$ cat config.mk
export PLATFORM = sky130hd
export DESIGN_NAME = hall_param_store
export DESIGN_NICKNAME = d
export VERILOG_FILES = /design/src/common/hall_store_pkg.sv /design/src/nv_param_mem.sv /design/src/hall_param_store.sv
export SDC_FILE = /design/constraint.sdc
export NUM_CORES = 1
export LEC_CHECK = 0
export BUFFER_PORTS_ARGS = -buffer_cell sky130_fd_sc_hd__buf_2
export CAP_MARGIN = 5
export CORE_MARGIN = 10
export CORE_UTILIZATION = 40
export CTS_CLUSTER_SIZE = 12
export DETAILED_ROUTE_END_ITERATION = 8
export GPL_TIMING_DRIVEN = 1
export MAX_ROUTING_LAYER = met4
export PLACE_DENSITY_LB_ADDON = 0.2
export REMOVE_ABC_BUFFERS = 1
export SLEW_MARGIN = 20
export SYNTH_ARGS = -nofsm -noshare
export SYNTH_HDL_FRONTEND = slang
export SYNTH_HIERARCHICAL = 1
export SYNTH_SLANG_ARGS = --single-unit
$ cat constraint.sdc
create_clock -name i_clk_sys -period 14.7 [get_ports i_clk_sys]
set_input_delay 1.47 -clock i_clk_sys [delete_from_list [all_inputs] [get_ports i_clk_sys]]
set_output_delay 1.47 -clock i_clk_sys [all_outputs]
set_load 0.02 [all_outputs]
$ cat src/common/hall_store_pkg.sv
// Summary of operation
// - Programming only by supply modulation; analog in band
// - Valid command accesses memory, then answers digitally
// - Only the pin-selected device acts on commands
// - Registers form magnet, output and trim/lock groups
// - Mode bits 2:1 pick 30/60/80/100 mT range
// - Two-bit band picks linear temperature compensation span
// - Gain word is the signed processing multiplier
// - Offset word is the signed processing adder term
// - Lower clamp sets floor, zero to half supply
// - Upper clamp sets ceiling, zero to full supply
// - Processed value readable through its readout register
// - Lock bit set: all later commands are ignored
// - Lock applies only after the next power cycle
// - Lock is permanent; programming disabled for ever
`default_nettype none
package hall_store_pkg;
   // Word and address geometry of the parameter store
   localparam int DATA_W = 16;
   localparam int ADDR_W = 4;
   localparam int N_WORDS = 11;
   // Group 1: magnet adaption
   localparam logic [3:0] ADDR_MODE = 4'h0;
   localparam logic [3:0] ADDR_TC_LIN = 4'h1;
   localparam logic [3:0] ADDR_TC_QUAD = 4'h2;
   localparam logic [3:0] ADDR_TC_BAND = 4'h3;
   // Group 2: output transfer
   localparam logic [3:0] ADDR_GAIN = 4'h4;
   localparam logic [3:0] ADDR_OFFSET = 4'h5;
   localparam logic [3:0] ADDR_CLAMP_LO = 4'h6;
   localparam logic [3:0] ADDR_CLAMP_HI = 4'h7;
   // Group 3: lock and factory trim, plus the readout
   localparam logic [3:0] ADDR_LOCK = 4'h8;
   localparam logic [3:0] ADDR_READOUT = 4'h9;
   localparam logic [3:0] ADDR_TRIM = 4'hA;
   // Field positions
   localparam int MODE_RANGE_LSB = 1;
   localparam int MODE_RANGE_MSB = 2;
   localparam int MODE_FILT_LSB = 3;
   localparam int MODE_FILT_MSB = 5;
   localparam int LOCK_W = 2;
   localparam int LOCK_BIT = 0;
   // Processing widths: gain 1/2048 steps, offset and output Vdd/1024 steps
   localparam int FIELD_W = 16;
   localparam int GAIN_W = 14;
   localparam int OFFSET_W = 11;
   localparam int CLO_W = 8;
   localparam int CHI_W = 9;
   localparam int OUT_W = 10;
   localparam int PROD_W = FIELD_W + GAIN_W;
   localparam int PROD_SHIFT = 17;
   localparam int SUM_W = 14;
   // Reset values
   localparam logic [DATA_W-1:0] WORD_RST = 16'h0000;
   localparam logic [OUT_W-1:0] OUT_RST = 10'h000;

   typedef enum logic [1:0] {
      RANGE_30MT = 2'b00,
      RANGE_60MT = 2'b01,
      RANGE_80MT = 2'b10,
      RANGE_100MT = 2'b11
   } field_range_t;

   typedef enum logic [1:0] {
      TCB_M3100_M1800 = 2'b00,
      TCB_M1750_M550 = 2'b10,
      TCB_M550_P450 = 2'b01,
      TCB_P450_P1000 = 2'b11
   } tc_band_t;

   // Gray sequence along idle, fetch, exec, answer
   typedef enum logic [1:0] {
      ST_IDLE = 2'b00,
      ST_FETCH = 2'b01,
      ST_EXEC = 2'b11,
      ST_ANSWER = 2'b10
   } cmd_state_t;

   typedef struct packed {
      logic valid;
      logic write;
      logic [ADDR_W-1:0] addr;
      logic [DATA_W-1:0] data;
   } supply_cmd_t;

   typedef struct packed {
      logic valid;
      logic [DATA_W-1:0] data;
   } answer_t;

   typedef struct packed {
      field_range_t field_range;
      logic [2:0] filter_sel;
      tc_band_t temp_coeff_band;
      logic [DATA_W-1:0] temp_coeff_linear;
      logic [DATA_W-1:0] temp_coeff_quadratic;
      logic [GAIN_W-1:0] gain;
      logic [OFFSET_W-1:0] zero_field_offset;
      logic [CLO_W-1:0] clamp_low;
      logic [CHI_W-1:0] clamp_high;
      logic [DATA_W-1:0] factory_trim;
   } param_set_t;

   typedef logic [N_WORDS-1:0][DATA_W-1:0] word_array_t;
endpackage : hall_store_pkg
`default_nettype wire

$ cat src/nv_param_mem.sv
`default_nettype none
module nv_param_mem (
   input wire logic i_clk_sys,
   input wire logic i_nv_blank_n,
   input wire logic i_we,
   input wire logic [hall_store_pkg::ADDR_W-1:0] i_waddr,
   input wire logic [hall_store_pkg::DATA_W-1:0] i_wdata,
   input wire logic [hall_store_pkg::ADDR_W-1:0] i_raddr,
   output logic [hall_store_pkg::DATA_W-1:0] o_rdata,
   output hall_store_pkg::word_array_t o_words
);
   import hall_store_pkg::*;

   word_array_t mem_r;
   logic [DATA_W-1:0] rdata_r;
   logic raddr_ok;

   // Cells hold through the logic reset; only a blank start clears them
   for (genvar g = 0; g < N_WORDS; g++) begin : g_word
      always_ff @(posedge i_clk_sys or negedge i_nv_blank_n) begin
         if (!i_nv_blank_n) begin
            mem_r[g] <= WORD_RST;
         end else if (i_we && (i_waddr == ADDR_W'(g))) begin
            mem_r[g] <= i_wdata;
         end
      end
   end

   assign raddr_ok = (i_raddr < ADDR_W'(N_WORDS));

   // Registered read port
   always_ff @(posedge i_clk_sys or negedge i_nv_blank_n) begin
      if (!i_nv_blank_n) begin
         rdata_r <= WORD_RST;
      end else begin
         rdata_r <= raddr_ok ? mem_r[i_raddr] : WORD_RST;
      end
   end

   assign o_rdata = rdata_r;
   assign o_words = mem_r;
endmodule : nv_param_mem
`default_nettype wire

$ cat src/hall_param_store.sv
`default_nettype none
module hall_param_store (
   input wire logic i_clk_sys,
   input wire logic i_rst_n,
   input wire logic i_nv_blank_n,
   input wire logic i_supply_in_band,
   input wire logic i_pin_selected,
   input wire hall_store_pkg::supply_cmd_t i_cmd,
   input wire logic i_field_valid,
   input wire logic [hall_store_pkg::FIELD_W-1:0] i_field,
   output logic o_analog_enable,
   output hall_store_pkg::answer_t o_answer,
   output hall_store_pkg::param_set_t o_params,
   output logic [hall_store_pkg::OUT_W-1:0] o_processed,
   output logic o_lock_active
);
   import hall_store_pkg::*;

   cmd_state_t state_r;
   cmd_state_t state_nxt;
   supply_cmd_t cmd_r;
   logic [DATA_W-1:0] ans_data_r;
   logic [DATA_W-1:0] ans_data_nxt;
   logic captured_r;
   logic lock_active_r;
   param_set_t params_r;
   param_set_t params_nxt;
   logic [OUT_W-1:0] readout_r;

   logic accept_w;
   logic mem_we;
   logic [DATA_W-1:0] mem_wdata;
   logic [DATA_W-1:0] mem_rdata;
   word_array_t mem_words;
   logic addr_mapped_w;
   logic addr_writable_w;
   logic is_lock_addr_w;
   logic [LOCK_W-1:0] lock_bits_w;
   logic [1:0] wr_range_w;

   logic signed [PROD_W-1:0] prod_w;
   logic signed [PROD_W-PROD_SHIFT-1:0] scaled_w;
   logic signed [SUM_W-1:0] sum_w;
   logic signed [SUM_W-1:0] floor_w;
   logic signed [SUM_W-1:0] ceil_w;
   logic signed [SUM_W-1:0] above_w;
   logic signed [SUM_W-1:0] clamped_w;

   // Non-volatile parameter store
   nv_param_mem u_mem (
      .i_clk_sys(i_clk_sys),
      .i_nv_blank_n(i_nv_blank_n),
      .i_we(mem_we),
      .i_waddr(cmd_r.addr),
      .i_wdata(mem_wdata),
      .i_raddr(cmd_r.addr),
      .o_rdata(mem_rdata),
      .o_words(mem_words)
   );

   // Analog output only while supply sits in the normal band
   assign o_analog_enable = i_supply_in_band;

   // Command acceptance: out of band, selected, not locked, idle
   assign accept_w = i_cmd.valid && !i_supply_in_band
                     && i_pin_selected
                     && captured_r && !lock_active_r
                     && (state_r == ST_IDLE);

   // Address decode over the three groups
   assign addr_mapped_w = (cmd_r.addr <= ADDR_TRIM);
   assign is_lock_addr_w = (cmd_r.addr == ADDR_LOCK);
   assign addr_writable_w = addr_mapped_w && (cmd_r.addr != ADDR_READOUT);

   // Write in exec; lock bits only ever set, never cleared
   assign mem_we = (state_r == ST_EXEC) && cmd_r.write && addr_writable_w && !lock_active_r;
   assign mem_wdata = is_lock_addr_w ?
                      (mem_rdata | {{(DATA_W-LOCK_W){1'b0}}, cmd_r.data[LOCK_W-1:0]}) :
                      cmd_r.data;

   // Answer word: written value, readout, stored word or zero
   assign ans_data_nxt = (cmd_r.write && addr_writable_w) ? mem_wdata :
                         (cmd_r.addr == ADDR_READOUT) ?
                         {{(DATA_W-OUT_W){1'b0}}, readout_r} :
                         addr_mapped_w ? mem_rdata : WORD_RST;

   // Command sequencer
   always_comb begin
      state_nxt = state_r;
      case (state_r)
         ST_IDLE: begin
            if (accept_w) begin
               state_nxt = ST_FETCH;
            end
         end
         ST_FETCH: begin
            state_nxt = ST_EXEC;
         end
         ST_EXEC: begin
            state_nxt = ST_ANSWER;
         end
         ST_ANSWER: begin
            state_nxt = ST_IDLE;
         end
         default: begin
            state_nxt = ST_IDLE;
         end
      endcase
   end

   // Sequencer state and latched command
   always_ff @(posedge i_clk_sys or negedge i_rst_n) begin
      if (!i_rst_n) begin
         state_r <= ST_IDLE;
         cmd_r <= '0;
      end else begin
         state_r <= state_nxt;
         if (accept_w) begin
            cmd_r <= i_cmd;
         end
      end
   end

   // Answer data register
   always_ff @(posedge i_clk_sys or negedge i_rst_n) begin
      if (!i_rst_n) begin
         ans_data_r <= WORD_RST;
      end else if (state_r == ST_EXEC) begin
         ans_data_r <= ans_data_nxt;
      end
   end

   assign o_answer = '{valid: (state_r == ST_ANSWER), data: ans_data_r};

   // Lock sampled once after power-up release only
   always_ff @(posedge i_clk_sys or negedge i_rst_n) begin
      if (!i_rst_n) begin
         captured_r <= 1'b0;
         lock_active_r <= 1'b0;
      end else if (!captured_r) begin
         captured_r <= 1'b1;
         lock_active_r <= lock_bits_w[LOCK_BIT];
      end
   end

   assign lock_bits_w = mem_words[ADDR_LOCK][LOCK_W-1:0];
   assign o_lock_active = lock_active_r;

   // Unpack stored words into the processing settings
   assign params_nxt = '{
      field_range: field_range_t'(mem_words[ADDR_MODE][MODE_RANGE_MSB:MODE_RANGE_LSB]),
      filter_sel: mem_words[ADDR_MODE][MODE_FILT_MSB:MODE_FILT_LSB],
      temp_coeff_band: tc_band_t'(mem_words[ADDR_TC_BAND][1:0]),
      temp_coeff_linear: mem_words[ADDR_TC_LIN],
      temp_coeff_quadratic: mem_words[ADDR_TC_QUAD],
      gain: mem_words[ADDR_GAIN][GAIN_W-1:0],
      zero_field_offset: mem_words[ADDR_OFFSET][OFFSET_W-1:0],
      clamp_low: mem_words[ADDR_CLAMP_LO][CLO_W-1:0],
      clamp_high: mem_words[ADDR_CLAMP_HI][CHI_W-1:0],
      factory_trim: mem_words[ADDR_TRIM]
   };

   // Settings register toward the signal path
   always_ff @(posedge i_clk_sys or negedge i_rst_n) begin
      if (!i_rst_n) begin
         params_r <= '0;
      end else begin
         params_r <= params_nxt;
      end
   end

   assign o_params = params_r;

   // Multiply, add, then clamp between floor and ceiling
   assign prod_w = $signed(i_field) * $signed(params_r.gain);
   assign scaled_w = prod_w[PROD_W-1:PROD_SHIFT];
   assign sum_w = {scaled_w[PROD_W-PROD_SHIFT-1], scaled_w}
                  + {{(SUM_W-OFFSET_W){params_r.zero_field_offset[OFFSET_W-1]}},
                     params_r.zero_field_offset};
   assign floor_w = {{(SUM_W-CLO_W-1){1'b0}}, params_r.clamp_low, 1'b0};
   assign ceil_w = {{(SUM_W-CHI_W-1){1'b0}}, params_r.clamp_high, 1'b0};
   assign above_w = (sum_w < floor_w) ? floor_w : sum_w;
   assign clamped_w = (above_w > ceil_w) ? ceil_w : above_w;

   // Processed value register, also the readout source
   always_ff @(posedge i_clk_sys or negedge i_rst_n) begin
      if (!i_rst_n) begin
         readout_r <= OUT_RST;
      end else if (i_field_valid) begin
         readout_r <= clamped_w[OUT_W-1:0];
      end
   end

   assign o_processed = readout_r;
   assign wr_range_w = mem_wdata[MODE_RANGE_MSB:MODE_RANGE_LSB];

   // Checks
   answer_time_a: assert property (@(posedge i_clk_sys) disable iff (!i_rst_n)
      accept_w |-> ##3 (o_answer.valid && !$past(o_answer.valid)))
      else $error("answer not three cycles after accept");

   band_ignore_a: assert property (@(posedge i_clk_sys) disable iff (!i_rst_n)
      (i_cmd.valid && i_supply_in_band && state_r == ST_IDLE) |=> (state_r == ST_IDLE))
      else $error("command taken while supply in band");

   select_only_a: assert property (@(posedge i_clk_sys) disable iff (!i_rst_n)
      (i_cmd.valid && !i_pin_selected && state_r == ST_IDLE) |=> (state_r == ST_IDLE))
      else $error("unselected device took a command");

   locked_silent_a: assert property (@(posedge i_clk_sys) disable iff (!i_rst_n)
      lock_active_r |-> (!o_answer.valid && (state_r == ST_IDLE)))
      else $error("locked device answered");

   lock_defer_a: assert property (@(posedge i_clk_sys) disable iff (!i_rst_n)
      (captured_r && $past(captured_r)) |-> $stable(lock_active_r))
      else $error("lock changed without power cycle");

   lock_sticky_a: assert property (@(posedge i_clk_sys) disable iff (!i_rst_n)
      (mem_we && is_lock_addr_w) |=> ((lock_bits_w & $past(lock_bits_w)) == $past(lock_bits_w)))
      else $error("lock bit cleared");

   no_locked_write_a: assert property (@(posedge i_clk_sys) disable iff (!i_rst_n)
      lock_active_r |-> !mem_we [*4])
      else $error("store written while locked");

   range_map_a: assert property (@(posedge i_clk_sys) disable iff (!i_rst_n)
      (mem_we && cmd_r.addr == ADDR_MODE) |-> ##2 (o_params.field_range == $past(wr_range_w, 2)))
      else $error("range field not taken from mode bits 2:1");

   clamp_bound_a: assert property (@(posedge i_clk_sys) disable iff (!i_rst_n)
      (i_field_valid && (floor_w <= ceil_w)) |=>
      ((SUM_W'(o_processed) >= $past(floor_w)) && (SUM_W'(o_processed) <= $past(ceil_w))))
      else $error("processed value outside clamps");

   // Sequencer walks fetch, exec, answer, idle with one answer pulse
   answer_once_a: assert property (@(posedge i_clk_sys) disable iff (!i_rst_n)
      o_answer.valid |=> !o_answer.valid)
      else $error("answer longer than one cycle");

   fetch_to_exec_a: assert property (@(posedge i_clk_sys) disable iff (!i_rst_n)
      (state_r == ST_FETCH) |=> (state_r == ST_EXEC))
      else $error("fetch not followed by exec");

   exec_to_answer_a: assert property (@(posedge i_clk_sys) disable iff (!i_rst_n)
      (state_r == ST_EXEC) |=> (state_r == ST_ANSWER))
      else $error("exec not followed by answer");

   answer_to_idle_a: assert property (@(posedge i_clk_sys) disable iff (!i_rst_n)
      (state_r == ST_ANSWER) |=> (state_r == ST_IDLE))
      else $error("answer not followed by idle");

   // No command taken while busy or locked
   busy_refuse_a: assert property (@(posedge i_clk_sys) disable iff (!i_rst_n)
      (state_r != ST_IDLE) |-> !accept_w)
      else $error("command taken during a transfer");

   locked_no_take_a: assert property (@(posedge i_clk_sys) disable iff (!i_rst_n)
      lock_active_r |-> !accept_w)
      else $error("locked device took a command");

   // Store writes only in exec, never to readout or unmapped words
   write_in_exec_a: assert property (@(posedge i_clk_sys) disable iff (!i_rst_n)
      mem_we |-> ((state_r == ST_EXEC) && cmd_r.write))
      else $error("store written outside a write exec");

   readout_readonly_a: assert property (@(posedge i_clk_sys) disable iff (!i_rst_n)
      mem_we |-> (cmd_r.addr != ADDR_READOUT))
      else $error("readout word written");

   unmapped_readonly_a: assert property (@(posedge i_clk_sys) disable iff (!i_rst_n)
      mem_we |-> (cmd_r.addr <= ADDR_TRIM))
      else $error("unmapped word written");

   lock_merge_a: assert property (@(posedge i_clk_sys) disable iff (!i_rst_n)
      (mem_we && is_lock_addr_w) |-> ((mem_wdata & mem_rdata) == mem_rdata))
      else $error("lock write would clear a bit");

   // Answer data carries the written word or the readout
   write_answer_a: assert property (@(posedge i_clk_sys) disable iff (!i_rst_n)
      mem_we |=> (o_answer.data == $past(mem_wdata)))
      else $error("write answer differs from stored word");

   readout_answer_a: assert property (@(posedge i_clk_sys) disable iff (!i_rst_n)
      ((state_r == ST_EXEC) && (cmd_r.addr == ADDR_READOUT)) |=>
      (o_answer.data == {{(DATA_W-OUT_W){1'b0}}, $past(readout_r)}))
      else $error("readout answer differs from processed value");

   readout_hold_a: assert property (@(posedge i_clk_sys) disable iff (!i_rst_n)
      !i_field_valid |=> $stable(o_processed))
      else $error("processed value moved without a sample");

   lock_capture_a: assert property (@(posedge i_clk_sys) disable iff (!i_rst_n)
      !captured_r |=> (lock_active_r == $past(lock_bits_w[LOCK_BIT])))
      else $error("lock not captured at first edge");

   // Settings follow the store two edges after a write
   band_map_a: assert property (@(posedge i_clk_sys) disable iff (!i_rst_n)
      (mem_we && (cmd_r.addr == ADDR_TC_BAND)) |-> ##2
      (o_params.temp_coeff_band == $past(mem_wdata[1:0], 2)))
      else $error("band field not taken from bits 1:0");

   gain_map_a: assert property (@(posedge i_clk_sys) disable iff (!i_rst_n)
      (mem_we && (cmd_r.addr == ADDR_GAIN)) |-> ##2
      (o_params.gain == $past(mem_wdata[GAIN_W-1:0], 2)))
      else $error("gain field not taken from store");

   filter_map_a: assert property (@(posedge i_clk_sys) disable iff (!i_rst_n)
      (mem_we && (cmd_r.addr == ADDR_MODE)) |-> ##2
      (o_params.filter_sel == $past(mem_wdata[MODE_FILT_MSB:MODE_FILT_LSB], 2)))
      else $error("filter field not taken from mode bits");
endmodule : hall_param_store
`default_nettype wire

==> results.md, run 1 <==
- Post-place setup slack: 2.31 ns
- Core area: 56,300 um2
- Grt total ovfl: 0
- Actual slew at the worst max-slew pin: 1.12 ns
- CTS clk-pin slew, worst paths: 0.06 ns
- N_diodes: 0
- Antenna viol nets, final: 0
- Synthesized cell area: 22,700 um2
- IO Pins: 170
- Worst path slowest cell: o311a_1
- Yosys top cell area share: 0.375
- Final setup violation count: 0
- Final worst slack: 2.87 ns
- Fmax achieved: 0.0845 GHz
- Non-filler cells, final: 2,795
- Pins over their slew limit: 0
- Req. time, crit path: 15.10 ns
- Htree depth: 2
- Setup TNS: 0 ns
- Post-synth cell types: 69
- Max Root-Sink Buffers: 3
- Outcome: completed
- Fin. Hold Viols: 0
- Gpl congestion: 0.804
- Area Overhead vs Synth: 11.1%
- CTS Root Cell: clkbuf_16
- Share of cells above drive strength 1: 0.243
- Total GRT Usage: 0.184
- Max-cap violations: 0
- Cell taking the most area after synthesis: dfrtp_1
- TritonCTS buffer count: 35
- RSZ-0062 raised after global routing: false
- Number of synthesized flops with an enable pin: 0
- Placed instance count: 2,743
- Main synth FF type: dfrtp_1
- DR vias: 14,266
- Average wire per standard cell: 20.7 um
- CP startpoint kind: input port
- Asr flop ratio synth: 1.00
- Syn_area_per_cell: 11.9 um2
- Crit path max fanout: 15
- Global-route wire length before repair: 93.7 mm
- IO buf count: 169
- Ranking of synthesized cells by area: dfrtp_1 38%, fa_1 19%, mux2_2 11%, ha_1 5.5%, inv_1 4.5%
- Tcrit/Tclk final: 0.805
- Critical path type: input port to flip-flop
- Detailed Place HPWL: 43.3 mm
- Vias per inst: 5.10
- Crit path top cell by count: fa_1
- DR iter-0 viols: 702
- Cell Pwr Density: 187 nW/um2
- Min cycle time layout: 11.83 ns
- Fillers: 5,364
- Endpoint class of the critical path: flip-flop
- Worst path arrival time: 12.23 ns
- Die Width: 258 um
- Hold-fix buffers at CTS: 0
- Sequential-to-total area share from yosys stat: 0.375
- Clock Latency Late Sink: 0.54 ns
- Flop and latch count out of synthesis: 340
- CTS tree: yes
- CTS Sinks: 340
- DRT Pass-1 Iters: 5
- DRC: 0
- # resized after CTS: 0
- Slew headroom: 0.251
- Die span in y: 258 um
- Ys Warns: 6
- Crit-path max cell delay: 0.71 ns
- R2r setup slk: 3.24 ns
- Pin count of the biggest net entering global routing: 121
- FP Rows: 87
- Total wire length: 57.8 mm
- Initial core utilization: 0.403
- Layout net count: 2,388
- Die area: 66,600 um2
- HP Class: flip-flop to flip-flop
- LEAKAGE: 13.0 nW
- Number of global-route vias before repair: 15,824
- Mapped Cells: 1,905
- Peak supply drop: 0.229 mV
- Worst Clk Skew: 0.0231 ns
- Antenna violations before repair: 1
- Post-CTS Setup Bufs: 0
[metal layers]
layer	vias to the layer above	global-route usage	wire length [um]
li1	6436	-	-
met4	0	0.0355	705
met1	7465	0.244	26100
met2	313	0.300	28600
met3	52	0.0236	2340
met5	-	-	0
[per-stage QoR]
step | cell area, um2 | power (W) | hold WS [ns] | util
final | 25200 | 0.00470 | 0.395 | 0.447
after global routing | 25200 | 0.00512 | 0.406 | 0.447
after CTS | 25200 | 0.00476 | 0.397 | 0.447
after detailed placement | 24100 | 0.00390 | 0.384 | 0.429
after global placement | 24100 | 0.00386 | 0.373 | 0.429
after floorplan | 22200 | 0.00315 | 0.364 | -
[worst paths after layout]
| path | startpoint | end | depth (start not counted) |
|---|---|---|---|
| worst max-delay path | i_field[7] | o_processed[1]$_DFFE_PN0P_ | 46 |
| min in group asynchronous | i_nv_blank_n | u_mem/o_words[43]$_DFFE_PN0P_ | 1 |
| worst min register to register | u_mem/o_words[113]$_DFFE_PN0P_ | o_params[17]$_DFF_PN0_ | 0 |
| worst min-delay path | u_mem/o_words[113]$_DFFE_PN0P_ | o_params[17]$_DFF_PN0_ | 0 |
| max in group asynchronous | i_rst_n | cmd_r[16]$_DFFE_PN0P_ | 2 |
| worst max register to register | o_params[46]$_DFF_PN0_ | o_processed[1]$_DFFE_PN0P_ | 45 |
[flip-flops by register name (all words and copies together) (netlist names)]
| name | cells |
|---|---|
| ans_data_r | 16 |
| state_r | 2 |
| cmd_r | 21 |
| o_processed | 10 |
| o_lock_active | 1 |
| o_params | 97 |
| u_mem/o_words | 176 |
| u_mem/o_rdata | 16 |
| captured_r | 1 |
[cell families after synthesis]
kind of cell / synth area share
fa+ha+maj: 0.249
xor+xnor: 0.0124
mux: 0.149
simple gates: 0.0883
other cells: 0.000165
buf+inv: 0.0664
compound gates: 0.0599
flops: 0.375
[power by group]
group | switching (W) | internal, W | leakage [nW]
Combinational | 0.00154 | 0.00106 | 7.83
Clock | 0.000352 | 0.000472 | 0.501
Sequential | 0.000173 | 0.00111 | 4.66
[critical path: cells and delay by family]
family                     cells  cell delay (ns)
adders and majority gates     12             4.86
AOI/OAI and AO/OA             15             3.19
and+or+nand+nor                8             1.00
muxes                          3             0.83
buffers and inverters          6             0.46
xor gates and xnor gates       2             0.40
[cell usage after synthesis, types with 6 or more instances]
library cell and n:
dfrtp_1 340, inv_1 270, fa_1 219, mux2_2 217, and2_1 122, nand2_1 118
ha_1 100, clkbuf_1 62, mux2i_1 56, nor2_1 32, a21oi_1 31, nand2b_1 30
o21ai_0 29, xnor2_1 25, a221oi_1 19, buf_2 18, o2bb2ai_1 17, a22o_1 16
mux4_2 16, o21a_1 15, nor2b_1 14, nand3_1 12, a21o_1 9, nor3_1 9
buf_6 8, o31ai_1 8, xor2_1 7, buf_4 6, o221ai_2 6
[cells in the final DEF, fill, tap and decap left out, types with 9 or more instances in the layout]
master / instances
inv_1: 270
nand2b_1: 30
dfrtp_1: 338
a221oi_1: 19
o2bb2ai_1: 17
mux2i_1: 56
mux2_2: 217
ha_1: 100
o21a_1: 15
nand2_1: 118
fa_1: 219
nor2b_1: 12
o21ai_0: 29
clkbuf_16: 36
mux4_2: 16
xnor2_1: 25
buf_2: 167
nor3_1: 9
nand3_1: 12
a21o_1: 9
nor2_1: 30
a21oi_1: 31
buf_4: 13
a22o_1: 16
and2_1: 122
[area by class of cell]
type                    instances  area (um2)  area share
multi-input cells            1195       12700       0.504
clock buffers                  46         958      0.0381
inverters                     270        1010      0.0402
clock inverters                 5        65.1     0.00258
flip-flops and latches        340        8510       0.338
well taps                     756         946      0.0376
repair buffers                183         986      0.0392
Note: power is estimated with default switching activity, not from simulation.
==> run 2: changes to the inputs <==
--- a/config.mk
+++ b/config.mk
@@ -5,6 +5,7 @@
 export SDC_FILE = /design/constraint.sdc
 export NUM_CORES = 1
 export LEC_CHECK = 0
+export ABC_AREA = 1
 export BUFFER_PORTS_ARGS = -buffer_cell sky130_fd_sc_hd__buf_2
 export CAP_MARGIN = 5
 export CORE_MARGIN = 10
==> constraint.sdc (replaced) <==
create_clock -name i_clk_sys -period 12.4 [get_ports i_clk_sys]
set_input_delay 1.24 -clock i_clk_sys [delete_from_list [all_inputs] [get_ports i_clk_sys]]
set_output_delay 1.24 -clock i_clk_sys [all_outputs]
set_load 0.02 [all_outputs]
==> run 2 against run 1 <==
Clock skew up 0.0011 ns. Power increased by 1.2%. Utilization is 0.35 points higher. Design area grew 3.5%. Register-to-register slack got worse by 1.5 ns. Non-clock buffer count increased by 3. Sequential cell count unchanged. Synthesized area rose by 3.4%. Via count up 31%. Synthesized cell count increased by 48%. Sequential share of layout area fell by 1.2 points. Critical path type is now flip-flop to flip-flop.
==> results.md, run 2 <==
- Post-CTS Setup Bufs: 0 (unchanged)
- Actual slew at the worst max-slew pin: 1.07 ns (-0.0570 ns)
- Final setup violation count: 0 (unchanged)
- Fin. Hold Viols: 0 (unchanged)
- Crit-path max cell delay: 1.00 ns (+0.29 ns)
- Initial core utilization: 0.405 (+0.00253)
- Ys Warns: 6 (unchanged)
- Footprint of the multi-input gates: 12,300 um2 (-2.8%)
- Number of global-route vias before repair: 19,488 (+23%)
- LEAKAGE: 14.6 nW (+13%)
- Register area: 8510 um2 (about the same)
- Total GRT Usage: 0.214 (+0.0300)
- Average wire per standard cell: 18.9 um (-8.5%)
- Bufs and invs on worst path: 8 (+2)
- Pins over their slew limit: 0 (unchanged)
- Multiplexer share of the synthesized area: 0.00625 (-0.143)
- Hold-fix buffers at CTS: 0 (unchanged)
- Slew headroom: 0.289 (+0.0380)
- Worst path arrival time: 11.14 ns (-1.09 ns)
- Asr flop ratio synth: 1.00 (unchanged)
- Mapped Cells: 2,822 (+48%)
- Cell taking the most area after synthesis: dfrtp_1
- Max-cap violations: 0 (unchanged)
- Worst Clk Skew: 0.0242 ns (+0.00114 ns)
- Grt total ovfl: 0 (unchanged)
- Antenna viol nets, final: 0 (unchanged)
- Synth Area in Compound Gates: 0.0798 (+0.0198)
- Detailed Place HPWL: 51.9 mm (+20%)
- Post-synth cell types: 46 (-33%)
- Worst path slowest cell: dfrtp_1
- Number of synthesized flops with an enable pin: 0 (unchanged)
- Req. time, crit path: 12.86 ns (-2.24 ns)
- CP startpoint kind: flip-flop
- Vias per inst: 5.04 (-1.3%)
- CTS clk-pin slew, worst paths: 0.06 ns (about the same)
- Area Overhead vs Synth: 11.2%
- Setup TNS: 0 ns (unchanged)
- Min cycle time layout: 10.68 ns
- Outcome: completed
- Antenna violations before repair: 1 (unchanged)
- Htree depth: 2 (unchanged)
- DRC: 0 (unchanged)
- Final Cell Area: 26,100 um2 (+3.5%)
- Post-synthesis adder-cell area fraction: 0.240 (-0.00808)
- Crit path max fanout: 17 (+2)
- Family with the most delay on the worst path: adder cells
- # resized after CTS: 0 (unchanged)
- Ranking of synthesized cells by area: dfrtp_1 36%, fa_1 19%, nand2_1 13%, inv_1 8.9%, ha_1 5.3%
- Clock Latency Late Sink: 0.54 ns (about the same)
- Die area: 68,700 um2 (+3.1%)
- Max Root-Sink Buffers: 3 (unchanged)
- HP Class: flip-flop to flip-flop
- Cell with the most instances after synthesis: nand2_1
- FP Rows: 88 (+1.1%)
- Layout net count: 3,291 (+38%)
- Flop and latch count out of synthesis: 340 (unchanged)
- IO Pins: 170 (unchanged)
- Pin count of the biggest net entering global routing: 114 (-5.8%)
- Main combinational cell family by area after synthesis: adder cells
- Post-place setup slack: 1.19 ns (-1.12 ns)
- Syn_area_per_cell: 8.30 um2 (-30%)
- CTS tree: yes
- Xor/xnor share of the synthesized area: 0.0105 (-0.00190)
- Endpoint class of the critical path: flip-flop
- Sequential-to-total area share from yosys stat: 0.363 (-0.0122)
- TritonCTS buffer count: 37 (+5.7%)
- Peak supply drop: 0.293 mV (+28%)
- Die span in y: 262 um (+1.5%)
- Area after DPL: 24,900 um2 (+3.2%)
- CTS Root Cell: clkbuf_16
- DR vias: 18,716 (+31%)
- Core area: 57,800 um2 (+2.7%)
- RSZ-0062 raised after global routing: false
- Total wire length: 70.4 mm (+22%)
- DRT Pass-1 Iters: 5 (unchanged)
- Fmax achieved: 0.0936 GHz
- Commonest non-fill, non-tap cell in the layout: nand2_1
- Tcrit/Tclk final: 0.862
- Cell Pwr Density: 183 nW/um2 (-2.2%)
- CTS Sinks: 340 (unchanged)
- Synth cell count leaders: 781 x nand2_1, 553 x inv_1, 340 x dfrtp_1, 229 x o21ai_0, 219 x fa_1
- Commonest cells after routing, fill and taps aside: 779 x nand2_1, 553 x inv_1, 339 x dfrtp_1, 229 x o21ai_0, 219 x fa_1
- Crit path top cell by count: nand2_1
- Die Width: 262 um (+1.5%)
- Fillers: 5,762 (+7.4%)
- Share of cells above drive strength 1: 0.0969 (-0.146)
- Synth Area in Simple Gates: 0.189 (+0.100)
- Max FFs per register: 176 (unchanged)
- Global-route wire length before repair: 111 mm (+18%)
- Synthesized cell area: 23,400 um2 (+3.4%)
- Yosys top cell area share: 0.363 (-0.0122)
- IO buf count: 169 (unchanged)
- Gpl congestion: 0.896 (+11%)
- Main synth FF type: dfrtp_1
- Final worst slack: 1.72 ns (-1.16 ns)
- Critical path type: flip-flop to flip-flop
- DR iter-0 viols: 1,461 (+110%)
run 2: layout make-up:
type,instances,share of cell area
multi-input combinational,1803,0.473
sequential,340,0.326
inverter,560,0.0806
clock buffer,56,0.0421
timing repair buffer,186,0.0381
tap,765,0.0367
clock inverter,6,0.00240
antenna,1,0.0000960
run 2: layer usage:
metal  track usage  share of wire
met1         0.278           0.43
met3        0.0220          0.051
met2         0.347           0.48
met4        0.0685          0.032
met5             -              0
run 2: path summary, 6_finish.rpt:
check	cells past startpoint	end	start	slack [ns]
worst max-delay path	53	o_processed[4]$_DFFE_PN0P_	o_params[46]$_DFF_PN0_	1.72
worst min-delay path	0	o_params[89]$_DFF_PN0_	u_mem/o_words[31]$_DFFE_PN0P_	0.37
worst max register to register	53	o_processed[4]$_DFFE_PN0P_	o_params[46]$_DFF_PN0_	1.72
worst min register to register	0	o_params[89]$_DFF_PN0_	u_mem/o_words[31]$_DFFE_PN0P_	0.37
max in group asynchronous	2	cmd_r[16]$_DFFE_PN0P_	i_rst_n	10.19
min in group asynchronous	1	o_processed[5]$_DFFE_PN0P_	i_rst_n	0.71
run 2: through the flow:
stage	power [W]	hold slack (ns)	util	std cells
final	0.00476	0.370	0.451	3717
after global routing	0.00517	0.384	0.451	3717
after CTS	0.00479	0.372	0.451	3716
after detailed placement	0.00372	0.359	0.431	3654
after global placement	0.00368	0.363	0.431	3654
after floorplan	0.00299	0.354	-	2703
run 2: kinds of logic after synthesis:
kind of cell / count (synthesis)
AO/OA/AOI/OAI: 350
XOR/XNOR: 28
adder cells (fa/ha/maj): 319
buffers and inverters: 679
flip-flops: 340
multiplexers: 13
other: 1
AND/OR/NAND/NOR: 1092
run 2: power by group:
part           switching (W)  total [W]  internal, W
registers           0.000138    0.00143      0.00129
logic                0.00157    0.00227     0.000700
clock network       0.000442    0.00106     0.000614
run 2: worst reg2reg max path: cells and delay by family, from the launching register on:
family	cells	cell delay [ns]
buffers and inverters	8	0.86
AOI/OAI and AO/OA	6	0.88
and+or+nand+nor	26	2.49
adders and majority gates	11	4.91
xor gates and xnor gates	2	0.49
DFF	1	1.00
